$ cat src/scr_pkg.sv
package scr_pkg;

  // register addresses on the special function register bus
  localparam logic [7:0] ADDR_CTRL   = 8'h91;
  localparam logic [7:0] ADDR_RL_LO  = 8'h92;
  localparam logic [7:0] ADDR_RL_HI  = 8'h93;
  localparam logic [7:0] ADDR_CNT_LO = 8'h94;
  localparam logic [7:0] ADDR_CNT_HI = 8'h95;

  // timer_control field positions
  localparam int CTRL_TFH   = 7;  // high_overflow_flag
  localparam int CTRL_TFL   = 6;  // low_overflow_flag
  localparam int CTRL_LEN   = 5;  // low_byte_irq_enable
  localparam int CTRL_SOF   = 4;  // frame_capture_enable
  localparam int CTRL_SPLIT = 3;  // split_mode_enable
  localparam int CTRL_RUN   = 2;  // run_control
  localparam int CTRL_XCLK  = 0;  // external_tick_select

  // writable bits of timer_control; bit 1 is unused
  localparam logic [7:0] CTRL_WMASK = 8'hfd;

  // reset values
  localparam logic [7:0] CTRL_RESET = 8'h00;
  localparam logic [7:0] BYTE_RESET = 8'h00;

  // byte limits
  localparam logic [7:0] BYTE_MAX  = 8'hff;
  localparam logic [7:0] BYTE_ZERO = 8'h00;
  localparam logic [7:0] BYTE_ONE  = 8'h01;

  // system clock prescaler
  localparam int         SYS_DIV     = 12;
  localparam logic [3:0] DIV_LAST    = 4'(SYS_DIV - 1);
  localparam logic [3:0] DIV_ZERO    = 4'h0;
  localparam logic [3:0] DIV_ONE     = 4'h1;

  // external oscillator divide, done before this block
  localparam int EXT_DIV = 8;

  // synchroniser stages plus edge reference
  localparam int         SYNC_W     = 3;
  localparam logic [2:0] SYNC_RESET = 3'h0;

  // whole state of the timer
  typedef struct packed {
    logic [7:0] ctrl;
    logic [7:0] rl_lo;
    logic [7:0] rl_hi;
    logic [7:0] cnt_lo;
    logic [7:0] cnt_hi;
    logic [3:0] div;
    logic [2:0] sync;
    logic [7:0] rdata;
    logic       irq;
  } scr_state_t;

endpackage

$ cat src/scr_timer.sv
// Notes on behaviour
// - split and capture off: one 16-bit timer, wrap loads reload, sets high flag.
// - with interrupts enabled, every 16-bit overflow raises the interrupt request.
// - 16-bit mode with low interrupt enable: low byte wrap also interrupts.
// - split mode: two 8-bit timers, each reloads from its own reload byte, or wraps to zero with capture on.
// - run bit gates whole timer in 16-bit mode, only high byte in split.
// - per byte in split, low byte only in 16-bit mode: system clock if select set, else clock/12 or external/8.
// - external divided-by-eight tick is synchronised before it advances the counter.
// - split: high wrap sets high flag, low wrap sets low flag; interrupts follow.
// - flags are never cleared by hardware; software clears and inspects both.
// - low flag sets on every low byte wrap, in every mode.
// - capture, no split: 16-bit count copied into reload pair on each frame start.
// - capture with split: bytes count independently, both latched on frame start.
// - split bit 3 and capture bit 4 of the control register pick the mode.
// - reload pair supplies reload values, or holds captured counter bytes.
// - control bit 1 reads zero, writes to it are ignored.
// - both counter bytes are readable and writable registers.
module scr_timer (
  input  wire logic       clk,
  input  wire logic       reset_n,
  input  wire logic [7:0] sfr_addr,
  input  wire logic       sfr_wr,
  input  wire logic       sfr_rd,
  input  wire logic [7:0] sfr_wdata,
  output logic      [7:0] sfr_rdata,
  input  wire logic       int_enable,
  input  wire logic       high_byte_system_clock_select,
  input  wire logic       low_byte_system_clock_select,
  input  wire logic       ext_osc_div8,
  input  wire logic       sof_pulse,
  output logic            irq_req
);
  import scr_pkg::*;

  scr_state_t st_q;
  scr_state_t st_d;

  logic       tick12;
  logic       ext_tick;
  logic       ext_sel;
  logic       tick_lo;
  logic       tick_hi;
  logic       run;
  logic       split;
  logic       capture;
  logic       inc_lo;
  logic       inc_hi;
  logic       set_h;
  logic       set_l;
  logic       wr_ctrl;
  logic       wr_rl_lo;
  logic       wr_rl_hi;
  logic       wr_cnt_lo;
  logic       wr_cnt_hi;
  logic       wr_any_cnt;
  logic [7:0] rl_lo_nx;
  logic [7:0] rl_hi_nx;

  // mode and clock source decode from the control register
  assign run     = st_q.ctrl[CTRL_RUN];
  assign split   = st_q.ctrl[CTRL_SPLIT];
  assign capture = st_q.ctrl[CTRL_SOF];
  assign ext_sel = st_q.ctrl[CTRL_XCLK];

  // system clock / 12 enable, one cycle wide
  assign tick12 = (st_q.div == DIV_LAST);

  // rising edge of the synchronised external tick, taken after two flops
  assign ext_tick = st_q.sync[1] & ~st_q.sync[2];

  // per byte clock choice
  assign tick_lo = low_byte_system_clock_select ? 1'b1
                 : (ext_sel ? ext_tick : tick12);
  assign tick_hi = high_byte_system_clock_select ? 1'b1
                 : (ext_sel ? ext_tick : tick12);

  // run gating: whole timer in 16-bit mode, only high byte in split
  assign inc_lo = split ? tick_lo : (run & tick_lo);
  assign inc_hi = split & run & tick_hi;

  // register write strobes
  assign wr_ctrl    = sfr_wr & (sfr_addr == ADDR_CTRL);
  assign wr_rl_lo   = sfr_wr & (sfr_addr == ADDR_RL_LO);
  assign wr_rl_hi   = sfr_wr & (sfr_addr == ADDR_RL_HI);
  assign wr_cnt_lo  = sfr_wr & (sfr_addr == ADDR_CNT_LO);
  assign wr_cnt_hi  = sfr_wr & (sfr_addr == ADDR_CNT_HI);
  assign wr_any_cnt = wr_cnt_lo | wr_cnt_hi;

  // reload pair after software writes, before frame capture
  assign rl_lo_nx = wr_rl_lo ? sfr_wdata : st_q.rl_lo;
  assign rl_hi_nx = wr_rl_hi ? sfr_wdata : st_q.rl_hi;

  // next state of the whole timer
  always_comb begin
    st_d = st_q;
    set_h = 1'b0;
    set_l = 1'b0;
    st_d.sync = {st_q.sync[1:0], ext_osc_div8};
    st_d.div  = tick12 ? DIV_ZERO : (st_q.div + DIV_ONE);

    if (!split) begin
      // one 16-bit counter, low byte carries into high byte
      if (inc_lo) begin
        if (st_q.cnt_lo == BYTE_MAX) begin
          set_l = 1'b1;
          if (st_q.cnt_hi == BYTE_MAX) begin
            set_h = 1'b1;
            if (capture) begin
              st_d.cnt_lo = BYTE_ZERO;
              st_d.cnt_hi = BYTE_ZERO;
            end else begin
              st_d.cnt_lo = st_q.rl_lo;
              st_d.cnt_hi = st_q.rl_hi;
            end
          end else begin
            st_d.cnt_lo = BYTE_ZERO;
            st_d.cnt_hi = st_q.cnt_hi + BYTE_ONE;
          end
        end else begin
          st_d.cnt_lo = st_q.cnt_lo + BYTE_ONE;
        end
      end
    end else begin
      // two independent 8-bit counters
      if (inc_lo) begin
        if (st_q.cnt_lo == BYTE_MAX) begin
          set_l = 1'b1;
          st_d.cnt_lo = capture ? BYTE_ZERO : st_q.rl_lo;
        end else begin
          st_d.cnt_lo = st_q.cnt_lo + BYTE_ONE;
        end
      end
      if (inc_hi) begin
        if (st_q.cnt_hi == BYTE_MAX) begin
          set_h = 1'b1;
          st_d.cnt_hi = capture ? BYTE_ZERO : st_q.rl_hi;
        end else begin
          st_d.cnt_hi = st_q.cnt_hi + BYTE_ONE;
        end
      end
    end

    // frame start in capture mode takes a request on the high flag
    if (capture && sof_pulse) begin
      set_h = 1'b1;
    end

    // software writes to the counter bytes override counting
    if (wr_cnt_lo) begin
      st_d.cnt_lo = sfr_wdata;
    end
    if (wr_cnt_hi) begin
      st_d.cnt_hi = sfr_wdata;
    end

    // reload pair: software value, replaced by a capture on frame start
    st_d.rl_lo = rl_lo_nx;
    st_d.rl_hi = rl_hi_nx;
    if (capture && sof_pulse) begin
      st_d.rl_lo = st_q.cnt_lo;
      st_d.rl_hi = st_q.cnt_hi;
    end

    // control write; bit 1 stays zero, hardware set beats a clear
    if (wr_ctrl) begin
      st_d.ctrl = sfr_wdata & CTRL_WMASK;
    end
    st_d.ctrl[CTRL_TFH] = st_d.ctrl[CTRL_TFH] | set_h;
    st_d.ctrl[CTRL_TFL] = st_d.ctrl[CTRL_TFL] | set_l;

    // interrupt request from the flags and enables
    st_d.irq = int_enable & (st_q.ctrl[CTRL_TFH]
             | (st_q.ctrl[CTRL_TFL] & st_q.ctrl[CTRL_LEN]));

    // registered read data, zero for unmapped addresses
    st_d.rdata = st_q.rdata;
    if (sfr_rd) begin
      case (sfr_addr)
        ADDR_CTRL:   st_d.rdata = st_q.ctrl & CTRL_WMASK;
        ADDR_RL_LO:  st_d.rdata = st_q.rl_lo;
        ADDR_RL_HI:  st_d.rdata = st_q.rl_hi;
        ADDR_CNT_LO: st_d.rdata = st_q.cnt_lo;
        ADDR_CNT_HI: st_d.rdata = st_q.cnt_hi;
        default:     st_d.rdata = BYTE_ZERO;
      endcase
    end
  end

  // state register with synchronous reset
  always_ff @(posedge clk) begin
    if (!reset_n) begin
      st_q <= '{ctrl: CTRL_RESET, rl_lo: BYTE_RESET, rl_hi: BYTE_RESET,
                cnt_lo: BYTE_RESET, cnt_hi: BYTE_RESET, div: DIV_ZERO,
                sync: SYNC_RESET, rdata: BYTE_RESET, irq: 1'b0};
    end else begin
      st_q <= st_d;
    end
  end

  // outputs straight from flops
  assign sfr_rdata = st_q.rdata;
  assign irq_req   = st_q.irq;

  // checks on the timer behaviour

  a_wrap_reload: assert property (
    @(posedge clk) disable iff (!reset_n)
    (!split && !capture && inc_lo && !wr_any_cnt && !wr_ctrl
      && st_q.cnt_lo == BYTE_MAX && st_q.cnt_hi == BYTE_MAX)
    |=> (st_q.cnt_lo == $past(st_q.rl_lo) && st_q.cnt_hi == $past(st_q.rl_hi)
      && st_q.ctrl[CTRL_TFH])
  ) else $error("16-bit wrap did not reload or set high flag");

  a_irq_high_flag: assert property (
    @(posedge clk) disable iff (!reset_n)
    (st_q.ctrl[CTRL_TFH] && int_enable) |=> irq_req
  ) else $error("high flag with interrupts enabled gave no request");

  a_irq_low_byte: assert property (
    @(posedge clk) disable iff (!reset_n)
    (st_q.ctrl[CTRL_TFL] && st_q.ctrl[CTRL_LEN] && int_enable) |=> irq_req
  ) else $error("low flag with low enable gave no request");

  a_irq_masked: assert property (
    @(posedge clk) disable iff (!reset_n)
    (!int_enable || (!st_q.ctrl[CTRL_TFH]
      && !(st_q.ctrl[CTRL_TFL] && st_q.ctrl[CTRL_LEN]))) |=> !irq_req
  ) else $error("interrupt request without enabled cause");

  a_split_low_reload: assert property (
    @(posedge clk) disable iff (!reset_n)
    (split && !capture && inc_lo && !wr_cnt_lo && !wr_ctrl
      && st_q.cnt_lo == BYTE_MAX)
    |=> st_q.cnt_lo == $past(st_q.rl_lo)
  ) else $error("split low byte did not reload");

  a_split_high_reload: assert property (
    @(posedge clk) disable iff (!reset_n)
    (split && !capture && inc_hi && !wr_cnt_hi && !wr_ctrl
      && st_q.cnt_hi == BYTE_MAX)
    |=> (st_q.cnt_hi == $past(st_q.rl_hi) && st_q.ctrl[CTRL_TFH])
  ) else $error("split high byte did not reload or flag");

  a_run_stopped: assert property (
    @(posedge clk) disable iff (!reset_n)
    (!run && !wr_any_cnt && !wr_ctrl)
    |=> ($stable(st_q.cnt_hi) && ($past(split) || $stable(st_q.cnt_lo)))
  ) else $error("counter moved while stopped");

  a_split_low_free: assert property (
    @(posedge clk) disable iff (!reset_n)
    (split && !run && tick_lo && !wr_cnt_lo && !wr_ctrl
      && st_q.cnt_lo != BYTE_MAX)
    |=> st_q.cnt_lo == $past(st_q.cnt_lo) + BYTE_ONE
  ) else $error("split low byte did not run freely");

  a_div12_period: assert property (
    @(posedge clk) disable iff (!reset_n)
    tick12 |=> (!tick12 ##11 tick12)
  ) else $error("prescaler period is not twelve cycles");

  a_ext_sync: assert property (
    @(posedge clk) disable iff (!reset_n)
    ext_tick |-> ($past(ext_osc_div8, 2) && !$past(ext_osc_div8, 3))
  ) else $error("external tick not from a synchronised edge");

  a_high_flag_hold: assert property (
    @(posedge clk) disable iff (!reset_n)
    (st_q.ctrl[CTRL_TFH] && !(wr_ctrl && !sfr_wdata[CTRL_TFH]))
    |=> st_q.ctrl[CTRL_TFH]
  ) else $error("high flag cleared by hardware");

  a_low_flag_hold: assert property (
    @(posedge clk) disable iff (!reset_n)
    (st_q.ctrl[CTRL_TFL] && !(wr_ctrl && !sfr_wdata[CTRL_TFL]))
    |=> st_q.ctrl[CTRL_TFL]
  ) else $error("low flag cleared by hardware");

  a_low_wrap_flag: assert property (
    @(posedge clk) disable iff (!reset_n)
    (inc_lo && st_q.cnt_lo == BYTE_MAX) |=> st_q.ctrl[CTRL_TFL]
  ) else $error("low byte wrap did not set low flag");

  a_frame_capture: assert property (
    @(posedge clk) disable iff (!reset_n)
    (capture && sof_pulse)
    |=> (st_q.rl_lo == $past(st_q.cnt_lo) && st_q.rl_hi == $past(st_q.cnt_hi)
      && st_q.ctrl[CTRL_TFH])
  ) else $error("frame start did not capture the count");

  a_capture_no_load: assert property (
    @(posedge clk) disable iff (!reset_n)
    (capture && !split && inc_lo && !wr_any_cnt && !wr_ctrl
      && st_q.cnt_lo == BYTE_MAX && st_q.cnt_hi == BYTE_MAX)
    |=> (st_q.cnt_lo == BYTE_ZERO && st_q.cnt_hi == BYTE_ZERO)
  ) else $error("capture mode wrap loaded the reload pair");

  a_unused_bit: assert property (
    @(posedge clk) disable iff (!reset_n)
    (sfr_rd && sfr_addr == ADDR_CTRL) |=> !sfr_rdata[1]
  ) else $error("unused control bit read as one");

  a_count_read: assert property (
    @(posedge clk) disable iff (!reset_n)
    (sfr_rd && sfr_addr == ADDR_CNT_HI) |=> sfr_rdata == $past(st_q.cnt_hi)
  ) else $error("high count read returned wrong value");

  a_high_carry: assert property (
    @(posedge clk) disable iff (!reset_n)
    (!split && inc_lo && !wr_any_cnt && st_q.cnt_lo == BYTE_MAX
      && st_q.cnt_hi != BYTE_MAX)
    |=> (st_q.cnt_lo == BYTE_ZERO && st_q.cnt_hi == $past(st_q.cnt_hi) + BYTE_ONE)
  ) else $error("low byte wrap did not carry into high byte");

  a_system_clock_low_tick: assert property (
    @(posedge clk) disable iff (!reset_n)
    (split && low_byte_system_clock_select && !wr_cnt_lo && st_q.cnt_lo != BYTE_MAX)
    |=> st_q.cnt_lo == $past(st_q.cnt_lo) + BYTE_ONE
  ) else $error("system clock select did not count every cycle");

  a_high_wrap_flag: assert property (
    @(posedge clk) disable iff (!reset_n)
    (split && inc_hi && st_q.cnt_hi == BYTE_MAX) |=> st_q.ctrl[CTRL_TFH]
  ) else $error("high byte wrap did not set high flag");

  a_split_cap_wrap: assert property (
    @(posedge clk) disable iff (!reset_n)
    (split && capture && inc_lo && !wr_cnt_lo && st_q.cnt_lo == BYTE_MAX)
    |=> st_q.cnt_lo == BYTE_ZERO
  ) else $error("split capture low byte did not wrap to zero");

  a_mode_select: assert property (
    @(posedge clk) disable iff (!reset_n)
    wr_ctrl |=> (split == $past(sfr_wdata[CTRL_SPLIT])
      && capture == $past(sfr_wdata[CTRL_SOF]))
  ) else $error("control write did not set the mode bits");

  a_reload_write: assert property (
    @(posedge clk) disable iff (!reset_n)
    (wr_rl_lo && !(capture && sof_pulse)) |=> st_q.rl_lo == $past(sfr_wdata)
  ) else $error("reload low write did not land");

endmodule

$ cat config.mk
export PLATFORM = sky130hd
export DESIGN_NAME = scr_timer
export DESIGN_NICKNAME = d
export VERILOG_FILES = /design/src/scr_pkg.sv /design/src/scr_timer.sv
export SDC_FILE = /design/constraint.sdc
export NUM_CORES = 1
export LEC_CHECK = 0
export BUFFER_PORTS_ARGS = -buffer_cell sky130_fd_sc_hd__buf_4
export CORE_UTILIZATION = 45
export DETAILED_ROUTE_END_ITERATION = 16
export SLEW_MARGIN = 15
export SYNTH_ARGS = -nofsm -noshare
export SYNTH_HDL_FRONTEND = slang
export SYNTH_SLANG_ARGS = --single-unit
$ cat constraint.sdc
create_clock -name clk -period 2.8 [get_ports clk]
set_clock_uncertainty 0.1 [all_clocks]
set_input_delay 0.14 -clock clk [delete_from_list [all_inputs] [get_ports clk]]
set_output_delay 0.14 -clock clk [all_outputs]
set_load 0.02 [all_outputs]
==> metrics.txt <==
status=complete, no violations; Synth top area share=0.3506; P_leak=1.376 nW; wire length on met2=4188 µm; Inst Count DP=450; Setup violations, final=0; Final Hold Fails=0; first-pass GRT wire length=14,760 µm; area of the multi-input gates=1822 µm²; Synth area leader=dfxtp_1; maximum fanout along the worst path=11; initial drt markers=224; critical path's slowest cell=dfxtp_1; Mapped Area=3141 µm²; vias per cell=6.257; die height=85.54 µm; syn nets=398; grt ovf=0; Int Power=1.026 mW; RSZ-0062 raised after global routing=no; #FFs+latches synth=55; Tmin final=2.366 ns; most frequent cells in the layout=dfxtp_1 (55), nor2_1 (46), buf_4 (36), mux2i_1 (33), o21ai_0 (22); layout cells sized above 1=0.1526; Top Metal Used=met4; nets=407; core area=6756 µm²; antenna violations before repair=0; syn avg cell area=8.488 µm²; Post-synth EDFFs=0; Util after Layout=0.5078; CTS tree=yes; Initial Util=0.4648; setup_tns=0 ns; Longest Clk Path Bufs=2; Max-slew headroom=0.4167; worst-path cell chain=ha_1 > nand4_2 > nor2_1 > o211ai_1 > or3_1 > a31oi_1; Yosys cell types=61; Pre-Repair DR Iteration Count=5; Synth area leaders=dfxtp_1 (35%), mux2i_1 (11%), nor2_1 (5.5%); crit-path leading delay family=simple AND/OR/NAND/NOR gates; Critical Path Stages=6; Async SR Flop Fraction=0; WP data required=2.95 ns; R2R Setup Slk=0.43 ns; Antenna diodes=0; Via Count=2,878; max-slew violation count=0; pin count of the biggest net entering global routing=34; post-synthesis sequential area ratio=0.3506; Flop pwr share=0.576; Max-cap violations=0; met1 wire length=4203 µm; Tightest Pin Transition=0.8711 ns; worst r2r dst=st_q[16]; Worst Setup EP=st_q[16]; port bufs=33; WP buf/inv=0; crit start category=flop; Antenna Nets Post-Route=0; critical path class=flop to flop; # DRC=0; post-DP HPWL=6426 µm; Worst Hold Class=input pin to flop; FILL cells=682; R2R depth=6; combinational share of power=0.087; CP peak stage delay=0.49 ns; clk_lat worst skew=0.31 ns; Die Footprint=7317 µm²; CTS Hold Bufs=2; Top FF cell, synth=dfxtp_1; Gate Count Post-Synth=370; CP Capture Type=flop; root buffer cell=clkbuf_8; Switch Pwr=364.9 µW; cts bufs inserted=5; final wirelength=9124 µm; routed wl met3=581 µm; P&R area growth vs syn=9.243%; final worst-path cycle share=0.8451; fmax=422.6 MHz; # IOs=34; Die X=85.54 µm; PD cells=405.5 nW/µm²; final non-filler cell total=460; FF/Latch Area=1101 µm²; Ys Warns=0; setup bufs post-CTS=0; PostCTS Resize Cnt=0; Wirelength per Cell=19.83 µm; RR Startpoint=st_q[24]; placer congestion estimate=0.9465; most common cell after layout, fill and taps aside=dfxtp_1; gr usage total=0.2613; vias in the first global route=2,680; switching part of the total=0.2623; num rows=30; CTS H-tree lvls=2; WP data arrival=2.52 ns; clock sinks=55; CP startpoint=st_q[24]; Clock power frac=0.337; VDD IR max=0.1828 mV; Clock transition at path regs=0.11 ns
==> worst reg2reg max path, delay by kind of cell, from the launching register on <==
family                     cells  cell delay [ns]
and+or+nand+nor                3             0.88
AOI/OAI and AO/OA              2             0.52
DFF                            1             0.49
adders and majority gates      1             0.32
==> cell type report <==
class,count,area share
repair buffers,38,0.08461
flip-flops and latches,55,0.3209
clock inverters,3,0.006565
inverters,7,0.007659
multi-input cells,272,0.5310
well taps,80,0.02918
clock buffers,5,0.02006
==> logic make-up after synthesis <==
| logic type | Yosys count | share of synthesized area |
|---|---|---|
| mux | 33 | 0.1052 |
| fa+ha+maj | 3 | 0.01195 |
| flops | 55 | 0.3506 |
| xor+xnor | 4 | 0.01116 |
| compound gates | 109 | 0.2498 |
| simple gates | 123 | 0.2020 |
| buf+inv | 43 | 0.06932 |
==> power by group through the flow <==
stage | sequential (mW) | clock, mW | combinational (mW)
finish | 0.801 | 0.468 | 0.121
global route | 0.803 | 0.509 | 0.132
CTS | 0.802 | 0.478 | 0.121
detailed placement | 0.820 | 0 | 0.118
global placement | 0.819 | 0 | 0.118
floorplan | 0.817 | 0 | 0.0659
==> registers in the layout, summed over array words and instances, names as in the netlist <==
name,flops
split,1
sfr_rdata,8
irq_req,1
run,1
st_q,40
st_d,2
ext_sel,1
capture,1
==> layer usage <==
layer | up-vias | GRT usage
li1 | 1390 | -
met1 | 1361 | 0.3754
met2 | 117 | 0.4087
met3 | 10 | 0.03657
met4 | 0 | 0.07576
met5 | - | 0
==> worst min path at each step <==
stage / from / to / slack [ns] / cells after the start
after floorplan: int_enable / irq_req / 0.16 / 2
after global placement: ext_osc_div8 / st_d[10] / 0.25 / 2
after detailed placement: ext_osc_div8 / st_d[10] / 0.26 / 2
after CTS: sfr_wdata[2] / st_q[26] / 0.0002 / 3
after global routing: sfr_wdata[2] / st_q[26] / 0.02 / 3
final: sfr_wdata[2] / st_q[26] / 0.01 / 3
==> Yosys cell counts, drive strengths merged (8+ instances only) <==
| cell | count |
|---|---|
| nand3 | 18 |
| buf | 23 |
| dfxtp | 55 |
| a22o | 8 |
| a221oi | 10 |
| a21oi | 17 |
| a211oi | 22 |
| nand2 | 16 |
| clkbuf | 13 |
| nor2 | 47 |
| o21ai | 22 |
| mux2i | 33 |
==> per-stage QoR <==
stage	hold slack [ns]	instance area (µm²)	total power, mW	setup slack, ns
3_3_place_gp	0.2468	3319	0.9370	0.5820
3_5_place_dp	0.2631	3319	0.9375	0.5265
4_1_cts	0.0002344	3431	1.400	0.4867
2_1_floorplan	0.1592	3141	0.8828	0.8588
6_report	0.01478	3431	1.391	0.4336
5_1_grt	0.01700	3431	1.444	0.2409
Power figures use the tool's default switching activity.
